**config.mk**
```make
export PLATFORM = sky130hd
export DESIGN_NAME = seq_sequencer
export DESIGN_NICKNAME = d
export VERILOG_FILES = /design/src/seq_pkg.sv /design/src/seq_sequencer.sv /design/src/seq_tick_gen.sv
export VERILOG_INCLUDE_DIRS = /design/src
export SDC_FILE = /design/constraint.sdc
export NUM_CORES = 1
export LEC_CHECK = 0
export BUFFER_PORTS_ARGS = -buffer_cell sky130_fd_sc_hd__buf_4
export CELL_PAD_IN_SITES_DETAIL_PLACEMENT = 0
export CELL_PAD_IN_SITES_GLOBAL_PLACEMENT = 1
export CORE_UTILIZATION = 48
export DETAILED_ROUTE_END_ITERATION = 8
export PLACE_DENSITY = 0.72
export SLEW_MARGIN = 10
export SYNTH_ARGS = -nofsm -noshare
export SYNTH_HDL_FRONTEND = slang
export SYNTH_SLANG_ARGS = --single-unit
```
**constraint.sdc**
```tcl
create_clock -name clk -period 3.84 [get_ports clk]
set_clock_uncertainty 0.15 [all_clocks]
set_input_delay 0.768 -clock clk [delete_from_list [all_inputs] [get_ports clk]]
set_output_delay 0.768 -clock clk [all_outputs]
set_load 0.01 [all_outputs]
```
**src/seq_defs.svh**
```systemverilog
// Offsets, field positions, reset values and timing counts of the step sequencer
`ifndef SEQ_DEFS_SVH
`define SEQ_DEFS_SVH

`define SEQ_ADDR_END_MODE   8'h00
`define SEQ_ADDR_RETAIN     8'h01
`define SEQ_ADDR_TIME_UNIT  8'h02
`define SEQ_ADDR_OUT_SEL    8'h03
`define SEQ_ADDR_STATUS     8'h04
`define SEQ_ADDR_ELAPSED    8'h05
`define SEQ_GRP_RUN_TIME    4'h1
`define SEQ_GRP_RAMP        4'h2
`define SEQ_GRP_REF         4'h3

`define SEQ_RET_UNITS_MSB   3
`define SEQ_RET_UNITS_LSB   0
`define SEQ_RET_TENS_MSB    7
`define SEQ_RET_TENS_LSB    4
`define SEQ_DIGIT_ON        4'h1

`define SEQ_MODE_STOP       2'h0
`define SEQ_MODE_KEEP       2'h1
`define SEQ_MODE_REPEAT     2'h2
`define SEQ_LAST_STEP       4'hF

`define SEQ_END_MODE_RST    2'h0
`define SEQ_RETAIN_RST      8'h00
`define SEQ_TIME_UNIT_RST   1'h0
`define SEQ_OUT_SEL_RST     1'h0
`define SEQ_RUN_TIME_RST    16'h0000
`define SEQ_RAMP_RST        2'h0
`define SEQ_REF_RST         16'h0000

`define SEQ_CLK_PERIOD_NS   10
`define SEQ_TENTH_SEC_NS    100000000
`define SEQ_TENTH_CYCLES    (`SEQ_TENTH_SEC_NS / `SEQ_CLK_PERIOD_NS)
`define SEQ_SEC_PER_HOUR    3600

`endif

```
**src/seq_pkg.sv**
```systemverilog
// Types shared by the step sequencer modules
package seq_pkg;

  typedef enum logic [1:0] {
    SEQ_IDLE,
    SEQ_SEEK,
    SEQ_RUN,
    SEQ_HOLD
  } seq_state_t;

  typedef struct packed {
    logic [7:0]  addr;
    logic [15:0] wdata;
    logic        wr;
    logic        rd;
  } seq_bus_req_t;

  typedef struct packed {
    logic runCmd;
    logic stopCmd;
    logic powerLoss;
    logic powerReturn;
  } seq_ctrl_t;

  typedef struct packed {
    logic        run;
    logic        reverse;
    logic [15:0] freqRef;
    logic [15:0] voltRef;
    logic [1:0]  rampSel;
  } seq_drive_t;

endpackage

```
**src/seq_sequencer.sv**
```systemverilog
// Multi-step speed sequencer with register port
//
// Overview of operation
// - Mode 0: stop after one cycle
// - Mode 1: keep last step's output
// - Mode 2: repeat cycles until stop
// - Reference sign sets rotation direction on the frequency output only
// - Units digit: resume after power loss
// - Tens digit: resume after stop
// - Reset: retention 00, end mode 0
// - Per-step running time, tenths, default zero
// - Per-step two-bit ramp set select
// - Output drives frequency or voltage reference
// - Time unit: seconds or hours
//
// Our own choices: the address map and the plain strobed port.
`timescale 1ns/10ps
`include "seq_defs.svh"
module seq_sequencer
  import seq_pkg::*;
#(
  parameter int unsigned TENTH_CYCLES = `SEQ_TENTH_CYCLES,
  parameter int unsigned HOUR_SCALE   = `SEQ_SEC_PER_HOUR
) (
  input  wire logic         clk,
  input  wire logic         nrst,
  input  wire seq_bus_req_t busReq,
  output logic [15:0]       rdata,
  input  wire seq_ctrl_t    ctrl,
  output seq_drive_t        drive
);

  logic [1:0]  endMode_q;
  logic [7:0]  retain_q;
  logic        timeUnit_q;
  logic        outSel_q;
  logic [15:0] runTime_q [16];
  logic [1:0]  rampSel_q [16];
  logic [15:0] stepRef_q [16];

  seq_state_t  state_q;
  logic [3:0]  step_q;
  logic [15:0] elapsed_q;
  logic        ranCycle_q;
  logic        stopValid_q;
  logic [3:0]  stopStep_q;
  logic [15:0] stopElapsed_q;
  logic        pfActive_q;
  logic [3:0]  pfStep_q;
  logic [15:0] pfElapsed_q;

  logic        tick;
  logic        active;
  logic        unitsOn;
  logic        tensOn;
  logic        stepDone;
  logic        seekSkip;
  logic        advance;
  logic        wrapEnd;
  logic        anyRan;
  logic        quiet;
  logic [15:0] curRef;
  logic [15:0] curTime;

  function automatic logic [15:0] absVal(input logic [15:0] v);
    absVal = v[15] ? (16'h0000 - v) : v;
  endfunction

  function automatic logic digitOn(input logic [3:0] d);
    digitOn = (d == `SEQ_DIGIT_ON);
  endfunction

  assign active  = (state_q == SEQ_SEEK) || (state_q == SEQ_RUN);
  assign unitsOn = digitOn(retain_q[`SEQ_RET_UNITS_MSB:`SEQ_RET_UNITS_LSB]);
  assign tensOn  = digitOn(retain_q[`SEQ_RET_TENS_MSB:`SEQ_RET_TENS_LSB]);
  assign curRef  = stepRef_q[step_q];
  assign curTime = runTime_q[step_q];
  assign quiet   = !ctrl.stopCmd && !ctrl.powerLoss;
  // Greater-or-equal so a time shortened mid-step still ends it
  assign stepDone = (state_q == SEQ_RUN) && tick && (({1'b0, elapsed_q} + 17'h00001) >= {1'b0, curTime});
  assign seekSkip = (state_q == SEQ_SEEK) && (curTime == `SEQ_RUN_TIME_RST);
  assign advance  = stepDone || seekSkip;
  assign wrapEnd  = advance && (step_q == `SEQ_LAST_STEP);
  assign anyRan   = ranCycle_q || stepDone;

  seq_tick_gen #(
    .TENTH_CYCLES (TENTH_CYCLES),
    .HOUR_SCALE   (HOUR_SCALE)
  ) u_tick (
    .clk      (clk),
    .nrst     (nrst),
    .enable   (state_q == SEQ_RUN),
    .hourUnit (timeUnit_q),
    .tick     (tick)
  );

  // Configuration registers
  always_ff @(posedge clk or negedge nrst) begin
    if (!nrst) begin
      endMode_q  <= `SEQ_END_MODE_RST;
      retain_q   <= `SEQ_RETAIN_RST;
      timeUnit_q <= `SEQ_TIME_UNIT_RST;
      outSel_q   <= `SEQ_OUT_SEL_RST;
    end else if (busReq.wr) begin
      case (busReq.addr)
        `SEQ_ADDR_END_MODE:  endMode_q  <= busReq.wdata[1:0];
        `SEQ_ADDR_RETAIN:    retain_q   <= busReq.wdata[7:0];
        `SEQ_ADDR_TIME_UNIT: timeUnit_q <= busReq.wdata[0];
        `SEQ_ADDR_OUT_SEL:   outSel_q   <= busReq.wdata[0];
        default: ;
      endcase
    end
  end

  // Step tables
  always_ff @(posedge clk or negedge nrst) begin
    if (!nrst) begin
      for (int i = 0; i < 16; i++) begin
        runTime_q[i] <= `SEQ_RUN_TIME_RST;
        rampSel_q[i] <= `SEQ_RAMP_RST;
        stepRef_q[i] <= `SEQ_REF_RST;
      end
    end else if (busReq.wr) begin
      case (busReq.addr[7:4])
        `SEQ_GRP_RUN_TIME: runTime_q[busReq.addr[3:0]] <= busReq.wdata;
        `SEQ_GRP_RAMP:     rampSel_q[busReq.addr[3:0]] <= busReq.wdata[1:0];
        `SEQ_GRP_REF:      stepRef_q[busReq.addr[3:0]] <= busReq.wdata;
        default: ;
      endcase
    end
  end

  // Read port, data valid only in the cycle after the strobe
  always_ff @(posedge clk or negedge nrst) begin
    if (!nrst) begin
      rdata <= 16'h0000;
    end else if (!busReq.rd) begin
      rdata <= 16'h0000;
    end else begin
      case (busReq.addr[7:4])
        `SEQ_GRP_RUN_TIME: rdata <= runTime_q[busReq.addr[3:0]];
        `SEQ_GRP_RAMP:     rdata <= {14'h0000, rampSel_q[busReq.addr[3:0]]};
        `SEQ_GRP_REF:      rdata <= stepRef_q[busReq.addr[3:0]];
        4'h0: begin
          case (busReq.addr)
            `SEQ_ADDR_END_MODE:  rdata <= {14'h0000, endMode_q};
            `SEQ_ADDR_RETAIN:    rdata <= {8'h00, retain_q};
            `SEQ_ADDR_TIME_UNIT: rdata <= {15'h0000, timeUnit_q};
            `SEQ_ADDR_OUT_SEL:   rdata <= {15'h0000, outSel_q};
            `SEQ_ADDR_STATUS:    rdata <= {8'h00, stopValid_q, pfActive_q, state_q, step_q};
            `SEQ_ADDR_ELAPSED:   rdata <= elapsed_q;
            default:             rdata <= 16'h0000;
          endcase
        end
        default: rdata <= 16'h0000;
      endcase
    end
  end

  // Sequence state: power loss beats stop, stop beats everything else
  always_ff @(posedge clk or negedge nrst) begin
    if (!nrst) begin
      state_q    <= SEQ_IDLE;
      step_q     <= 4'h0;
      elapsed_q  <= 16'h0000;
      ranCycle_q <= 1'b0;
    end else if (ctrl.powerLoss) begin
      state_q <= SEQ_IDLE;
    end else if (ctrl.stopCmd) begin
      state_q <= SEQ_IDLE;
    end else begin
      case (state_q)
        SEQ_IDLE: begin
          if (ctrl.powerReturn && pfActive_q) begin
            state_q    <= SEQ_SEEK;
            ranCycle_q <= 1'b0;
            if (unitsOn) begin
              step_q    <= pfStep_q;
              elapsed_q <= pfElapsed_q;
            end else begin
              step_q    <= 4'h0;
              elapsed_q <= 16'h0000;
            end
          end else if (ctrl.runCmd) begin
            state_q    <= SEQ_SEEK;
            ranCycle_q <= 1'b0;
            if (tensOn && stopValid_q) begin
              step_q    <= stopStep_q;
              elapsed_q <= stopElapsed_q;
            end else begin
              step_q    <= 4'h0;
              elapsed_q <= 16'h0000;
            end
          end
        end
        SEQ_SEEK, SEQ_RUN: begin
          if (state_q == SEQ_SEEK && !seekSkip) begin
            state_q    <= SEQ_RUN;
            ranCycle_q <= 1'b1;
          end else if (wrapEnd) begin
            elapsed_q <= 16'h0000;
            // A cycle with no programmed step ends rather than spinning
            if (endMode_q == `SEQ_MODE_KEEP && anyRan) begin
              state_q <= SEQ_HOLD;
            end else if (endMode_q == `SEQ_MODE_REPEAT && anyRan) begin
              state_q    <= SEQ_SEEK;
              step_q     <= 4'h0;
              ranCycle_q <= 1'b0;
            end else begin
              state_q <= SEQ_IDLE;
            end
          end else if (advance) begin
            state_q   <= SEQ_SEEK;
            step_q    <= step_q + 4'h1;
            elapsed_q <= 16'h0000;
          end else if (tick) begin
            elapsed_q <= elapsed_q + 16'h0001;
          end
        end
        SEQ_HOLD: state_q <= SEQ_HOLD;
        default:  state_q <= SEQ_IDLE;
      endcase
    end
  end

  // Retention snapshots
  always_ff @(posedge clk or negedge nrst) begin
    if (!nrst) begin
      stopValid_q   <= 1'b0;
      stopStep_q    <= 4'h0;
      stopElapsed_q <= 16'h0000;
      pfActive_q    <= 1'b0;
      pfStep_q      <= 4'h0;
      pfElapsed_q   <= 16'h0000;
    end else if (ctrl.powerLoss) begin
      pfActive_q  <= active || pfActive_q;
      pfStep_q    <= active ? step_q : pfStep_q;
      pfElapsed_q <= active ? elapsed_q : pfElapsed_q;
    end else if (ctrl.stopCmd) begin
      pfActive_q    <= 1'b0;
      // A second stop while idle must not lose the point
      if (active) begin
        stopValid_q   <= tensOn;
        stopStep_q    <= step_q;
        stopElapsed_q <= elapsed_q;
      end
    end else if (state_q == SEQ_IDLE && (ctrl.runCmd || ctrl.powerReturn)) begin
      stopValid_q <= 1'b0;
      pfActive_q  <= 1'b0;
    end
  end

  // Drive outputs; the sign only steers direction on the frequency path
  always_ff @(posedge clk or negedge nrst) begin
    if (!nrst) begin
      drive <= '0;
    end else if (!quiet || state_q == SEQ_IDLE) begin
      drive <= '0;
    end else if (state_q == SEQ_RUN) begin
      drive.run     <= 1'b1;
      drive.rampSel <= rampSel_q[step_q];
      if (outSel_q == 1'b0) begin
        drive.freqRef <= absVal(curRef);
        drive.reverse <= curRef[15];
        drive.voltRef <= 16'h0000;
      end else begin
        drive.voltRef <= absVal(curRef);
        drive.freqRef <= 16'h0000;
        drive.reverse <= 1'b0;
      end
    end else begin
      drive.run <= 1'b1;
    end
  end

  stop_cycle_a: assert property (@(posedge clk) disable iff (!nrst)
    wrapEnd && quiet && endMode_q == `SEQ_MODE_STOP |=> state_q == SEQ_IDLE ##1 !drive.run)
    else $error("mode 0 did not stop after the cycle");

  hold_final_a: assert property (@(posedge clk) disable iff (!nrst)
    state_q == SEQ_HOLD && $past(state_q) == SEQ_HOLD && quiet
      |=> $stable(drive.freqRef) && $stable(drive.reverse) && drive.run)
    else $error("held output changed in mode 1");

  repeat_cycle_a: assert property (@(posedge clk) disable iff (!nrst)
    wrapEnd && anyRan && quiet && endMode_q == `SEQ_MODE_REPEAT
      |=> state_q == SEQ_SEEK && step_q == 4'h0)
    else $error("mode 2 did not restart at the first step");

  sign_direction_a: assert property (@(posedge clk) disable iff (!nrst)
    state_q == SEQ_RUN && quiet && !outSel_q |=> drive.reverse == $past(curRef[15]))
    else $error("direction does not follow reference sign");

  power_resume_a: assert property (@(posedge clk) disable iff (!nrst)
    state_q == SEQ_IDLE && ctrl.powerReturn && pfActive_q && quiet
      |=> step_q == ($past(unitsOn) ? $past(pfStep_q) : 4'h0) && state_q == SEQ_SEEK)
    else $error("wrong resume point after power return");

  stop_resume_a: assert property (@(posedge clk) disable iff (!nrst)
    state_q == SEQ_IDLE && ctrl.runCmd && !ctrl.powerReturn && quiet && tensOn && stopValid_q
      |=> step_q == $past(stopStep_q) && elapsed_q == $past(stopElapsed_q))
    else $error("run did not resume from the stop point");

  ramp_select_a: assert property (@(posedge clk) disable iff (!nrst)
    state_q == SEQ_RUN && quiet |=> drive.rampSel == $past(rampSel_q[step_q]))
    else $error("ramp set does not follow the step");

  volt_path_a: assert property (@(posedge clk) disable iff (!nrst)
    state_q == SEQ_RUN && quiet && outSel_q |=> drive.freqRef == 16'h0000 && !drive.reverse)
    else $error("voltage mode leaked into frequency reference");

  step_advance_a: assert property (@(posedge clk) disable iff (!nrst)
    advance && !wrapEnd && quiet |=> step_q == $past(step_q) + 4'h1 && elapsed_q == 16'h0000)
    else $error("step did not advance in order");

  zero_skip_a: assert property (@(posedge clk) disable iff (!nrst)
    seekSkip && quiet |=> state_q != SEQ_RUN)
    else $error("zero-time step was run");

  reset_default_a: assert property (@(posedge clk) disable iff (!nrst)
    !$past(nrst) |-> endMode_q == `SEQ_END_MODE_RST && retain_q == `SEQ_RETAIN_RST)
    else $error("settings not at defaults after reset");

  elapsed_count_a: assert property (@(posedge clk) disable iff (!nrst)
    state_q == SEQ_RUN && tick && !stepDone && quiet |=> elapsed_q == $past(elapsed_q) + 16'h0001)
    else $error("elapsed time did not count the tick");

  step_hold_a: assert property (@(posedge clk) disable iff (!nrst)
    state_q == SEQ_RUN && !tick && quiet |=> $stable(step_q) && state_q == SEQ_RUN)
    else $error("step left before its time ran out");

  stop_drop_a: assert property (@(posedge clk) disable iff (!nrst)
    !quiet |=> !drive.run && state_q == SEQ_IDLE)
    else $error("stop or power loss did not halt the drive");

  stop_record_a: assert property (@(posedge clk) disable iff (!nrst)
    ctrl.stopCmd && !ctrl.powerLoss && active && tensOn |=> stopValid_q && stopStep_q == $past(step_q))
    else $error("stop point not recorded");

  loss_record_a: assert property (@(posedge clk) disable iff (!nrst)
    ctrl.powerLoss && active |=> pfActive_q && pfStep_q == $past(step_q))
    else $error("power loss point not recorded");

  time_unit_a: assert property (@(posedge clk) disable iff (!nrst)
    busReq.wr && busReq.addr == `SEQ_ADDR_TIME_UNIT |=> timeUnit_q == $past(busReq.wdata[0]))
    else $error("time unit setting not taken");

endmodule

```
**src/seq_tick_gen.sv**
```systemverilog
// Tenth-of-a-unit timebase for step running times
`timescale 1ns/10ps
`include "seq_defs.svh"
module seq_tick_gen
  import seq_pkg::*;
#(
  parameter int unsigned TENTH_CYCLES = `SEQ_TENTH_CYCLES,
  parameter int unsigned HOUR_SCALE   = `SEQ_SEC_PER_HOUR
) (
  input  wire logic clk,
  input  wire logic nrst,
  input  wire logic enable,
  input  wire logic hourUnit,
  output logic      tick
);

  logic [23:0] cycleCnt_q;
  logic [11:0] secCnt_q;
  logic        tenthSec;

  assign tenthSec = enable && (cycleCnt_q == 24'(TENTH_CYCLES - 1));

  // Counters restart whenever the state is not SEQ_RUN (idle, seek, hold) so each step gets full tenths
  always_ff @(posedge clk or negedge nrst) begin
    if (!nrst) begin
      cycleCnt_q <= 24'h000000;
    end else if (!enable || tenthSec) begin
      cycleCnt_q <= 24'h000000;
    end else begin
      cycleCnt_q <= cycleCnt_q + 24'h000001;
    end
  end

  always_ff @(posedge clk or negedge nrst) begin
    if (!nrst) begin
      secCnt_q <= 12'h000;
    end else if (!enable || !hourUnit) begin
      secCnt_q <= 12'h000;
    end else if (tenthSec) begin
      secCnt_q <= (secCnt_q == 12'(HOUR_SCALE - 1)) ? 12'h000 : secCnt_q + 12'h001;
    end
  end

  // A tenth of an hour is HOUR_SCALE tenths of a second
  always_ff @(posedge clk or negedge nrst) begin
    if (!nrst) begin
      tick <= 1'b0;
    end else if (hourUnit) begin
      tick <= tenthSec && (secCnt_q == 12'(HOUR_SCALE - 1));
    end else begin
      tick <= tenthSec;
    end
  end

  second_tick_a: assert property (@(posedge clk) disable iff (!nrst)
    !hourUnit && tenthSec |=> tick)
    else $error("seconds unit missed a tenth tick");

  hour_scale_a: assert property (@(posedge clk) disable iff (!nrst)
    hourUnit && tenthSec && secCnt_q != 12'(HOUR_SCALE - 1) |=> !tick)
    else $error("hours unit ticked early");

endmodule

```
==> results.toml <==
[sta]
slew_viol_final = 0
fin_crit_ns = 3.961
hold_violations = 0
relSlewSlack_pct = 43.35
rsz0062_at_grt = "yes"
worstMarginPinSlew_ns = 0.8497
whs_ns = 0.2731
setup_ws_ns = -0.1211
period_share_pct = 103.2
fmax_mhz = 252.5
setup_violations = 4

[grt]
grt_pass1_wl_um = 161700
antenna_found_initial = 3
grt_max_degree = 112
grt-ovfl-total = 0
grt_pass1_vias = 25559
grtUsageTotal_pct = 27.53

[yosys]
synth_mux_area_share_pct = 37.02
synthSimpleGateAreaFrac_pct = 5.273
syn_nets = 2690
ys_seq_area_share_pct = 47.87
avgSynthCellArea_um2 = 14.10
synth_top_family_by_area = "multiplexers"
synthCells = 2633
synth_area_um2 = 37110
yosysTopAreaCell = "dfrtp_1"
synth_compound_area_share_pct = 4.780
synth-edff-count = 0
ys_warn_count = 0
ys_ff_latch = 710
synth_common_cells = "710 x dfrtp_1, 567 x mux2_2, 318 x mux4_2, 168 x clkbuf_1, 167 x nand2_1"
synth_top_area_share_pct = 47.87
synthArstFlopShare_pct = 100.0
synth_most_common_cell = "dfrtp_1"
yosys-top-cells-area = "dfrtp_1 48%, mux4_2 19%, mux2_2 17%, clkbuf_1 1.7%, nand2_1 1.7%"
synthAdderAreaFrac_pct = 0.8428
synth_xor_area_share_pct = 1.274
synth_flop_cell = "dfrtp_1"
ys_types = 70

[floorplanning]
rows = 101
die-area_um2 = 78440
dieWidth_um = 280.1
ios = 84
start_util_pct = 48.71
core_area_um2 = 76200
die_y_um = 280.1

[worst_setup_path]
crit_arrival_ns = 4.34
critical_path_class = "flip-flop to flip-flop"
startpoint_type = "flip-flop"
required_ns = 4.22
crit_fanout = 11
cp-end-kind = "flip-flop"

[layout]
area_growth_pct = 15.99
drive_gt1_share_pct = 47.65
fin_nets = 2849
instances_no_fill = 3886
antennaDiodeCount = 0
multi_input_area_um2 = 18510
seqCellArea_um2 = 17780
nFillCells = 6066

[detailed_routing]
routed_via_density = 6.258
wl_um = 105600
drtAntennaViolNets = 0
vias = 24318
dr.first_iter.drc_count = 2042
wire_per_inst_um = 27.17
firstDrtPassIters = 7
drc_errors = 0

[min_path]
hold_path_class = "input port to flip-flop"

[outcome]
status = "finished, violations left"
failed_checks = "setup timing"

[power_and_ir_drop]
power_density_nw_per_um2 = 444.0
p_total_mw = 19.11
ir_drop_v = 0.0003272
power.leakage_nw = 19.44

[clocking]
clkTransAtPathRegs_ns = 0.07
clock_tree.root_cell = "clkbuf_16"
clock_latency_ns = 0.65
cts_tree = "done"
cts_buffers = 80
htreeDepth = 3
cts_buffer_depth = 3
clock-sinks = 710

[placement]
place_ws_ns = -0.2940
io_buffers = 83
dp_cells = 3720
routabilityCongestion = 0.8913
dpl.hpwl_um = 66500

[run]
max_cap_violations = 0
==> worst max-delay path, stage by stage, from the launching register on <==
cell and delay (ns):
dfrtp_4 0.47, buf_12 0.16, buf_12 0.16, mux4_2 0.52
a22o_1 0.25, nor2_1 0.10, buf_4 0.16, ha_1 0.25
a21o_1 0.16, a21o_1 0.19, a22oi_2 0.28, nand2_2 0.15
o21a_1 0.25, o221ai_4 0.25, mux2_4 0.33
==> kinds of logic (layout without fill, tap and decap cells) <==
group | count (synthesis) | count (layout)
AO/OA/AOI/OAI | 271 | 271
buffers and inverters | 256 | 479
XOR/XNOR | 54 | 54
AND/OR/NAND/NOR | 421 | 421
flip-flops | 710 | 710
multiplexers | 896 | 896
adder cells (fa/ha/maj) | 25 | 25
==> report_power, final <==
group	internal [mW]	total (mW)	switching, mW
registers	7.91	8.21	0.302
logic	1.55	3.18	1.63
clock network	4.55	7.73	3.18
total	14.0	19.1	5.11
==> metrics by stage <==
stage / TNS (ns) / utilization [%] / area [µm²]
after floorplan: 0 / - / 37140
after global placement: -2.016 / 52.40 / 39930
after detailed placement: -3.214 / 52.40 / 39930
after CTS: -0.1924 / 56.28 / 42890
after global routing: -2.350 / 56.49 / 43050
final: -0.4189 / 56.49 / 43050
==> layout by cell type, fill, tap and decap left out, types with 14 or more instances in the layout <==
cell type / count
nor3_1: 24
clkbuf_16: 80
a22o_1: 29
a31oi_1: 14
nand2_1: 162
xnor2_1: 30
ha_1: 21
inv_1: 34
clkbuf_8: 18
nor2_1: 97
o21ai_0: 70
mux4_2: 320
clkbuf_1: 21
nand4_1: 15
clkinv_2: 14
dfrtp_1: 707
mux2_2: 564
buf_12: 28
a22oi_1: 43
xor2_1: 24
nand3_1: 29
buf_4: 255
a21oi_1: 52
==> routing by layer <==
metal	wire, µm	vias to the layer above	GRT usage (%)
met5	27	-	0
met4	2902	4	8.883
met3	6098	178	4.563
met2	51050	745	44.32
met1	45510	13054	38.26
li1	-	10337	-
==> state kept, by name (all words and copies together), names as in the netlist, 8 cells and up <==
signal	flops
drive	36
elapsed_q	16
pfElapsed_q	16
rampSel_q	32
rdata	16
retain_q	8
runTime_q	256
stepRef_q	256
stopElapsed_q	16
u_tick.cycleCnt_q	24
u_tick.secCnt_q	12
==> path summary, 6_finish.rpt <==
kind | from | to | slack [ns] | cells after the start
worst max-delay path | step_q[0] | step_q[3] | -0.12 | 14
worst min-delay path | ctrl[1] | pfActive_q | 0.27 | 2
worst max register to register | step_q[0] | step_q[3] | -0.12 | 14
worst min register to register | pfElapsed_q[15] | pfElapsed_q[15] | 0.33 | 2
max in group asynchronous | nrst | runTime_q[137] | 1.80 | 3
min in group asynchronous | nrst | u_tick.cycleCnt_q[11] | 0.57 | 2
==> what timing repair did <==
action | 4_1_cts | 5_1_grt
cloned | 1 | 0
gates resized for setup | 31 | 30
hold buffers | 1 | 0
endpoints found under the hold margin | 19 | 0
pin swaps | 14 | 24
endpoints found under the setup margin | 23 | 33
setup buffers | 15 | 3
==> final cells by class <==
class | instances | area share (%)
Timing Repair Buffer | 299 | 6.304
Sequential cell | 710 | 41.29
Multi-Input combinational cell | 1667 | 42.99
Clock buffer | 119 | 5.409
Inverter | 34 | 0.2965
Clock inverter | 27 | 0.7150
Tap cell | 1030 | 2.994
Note: power is estimated with default switching activity, not from simulation.
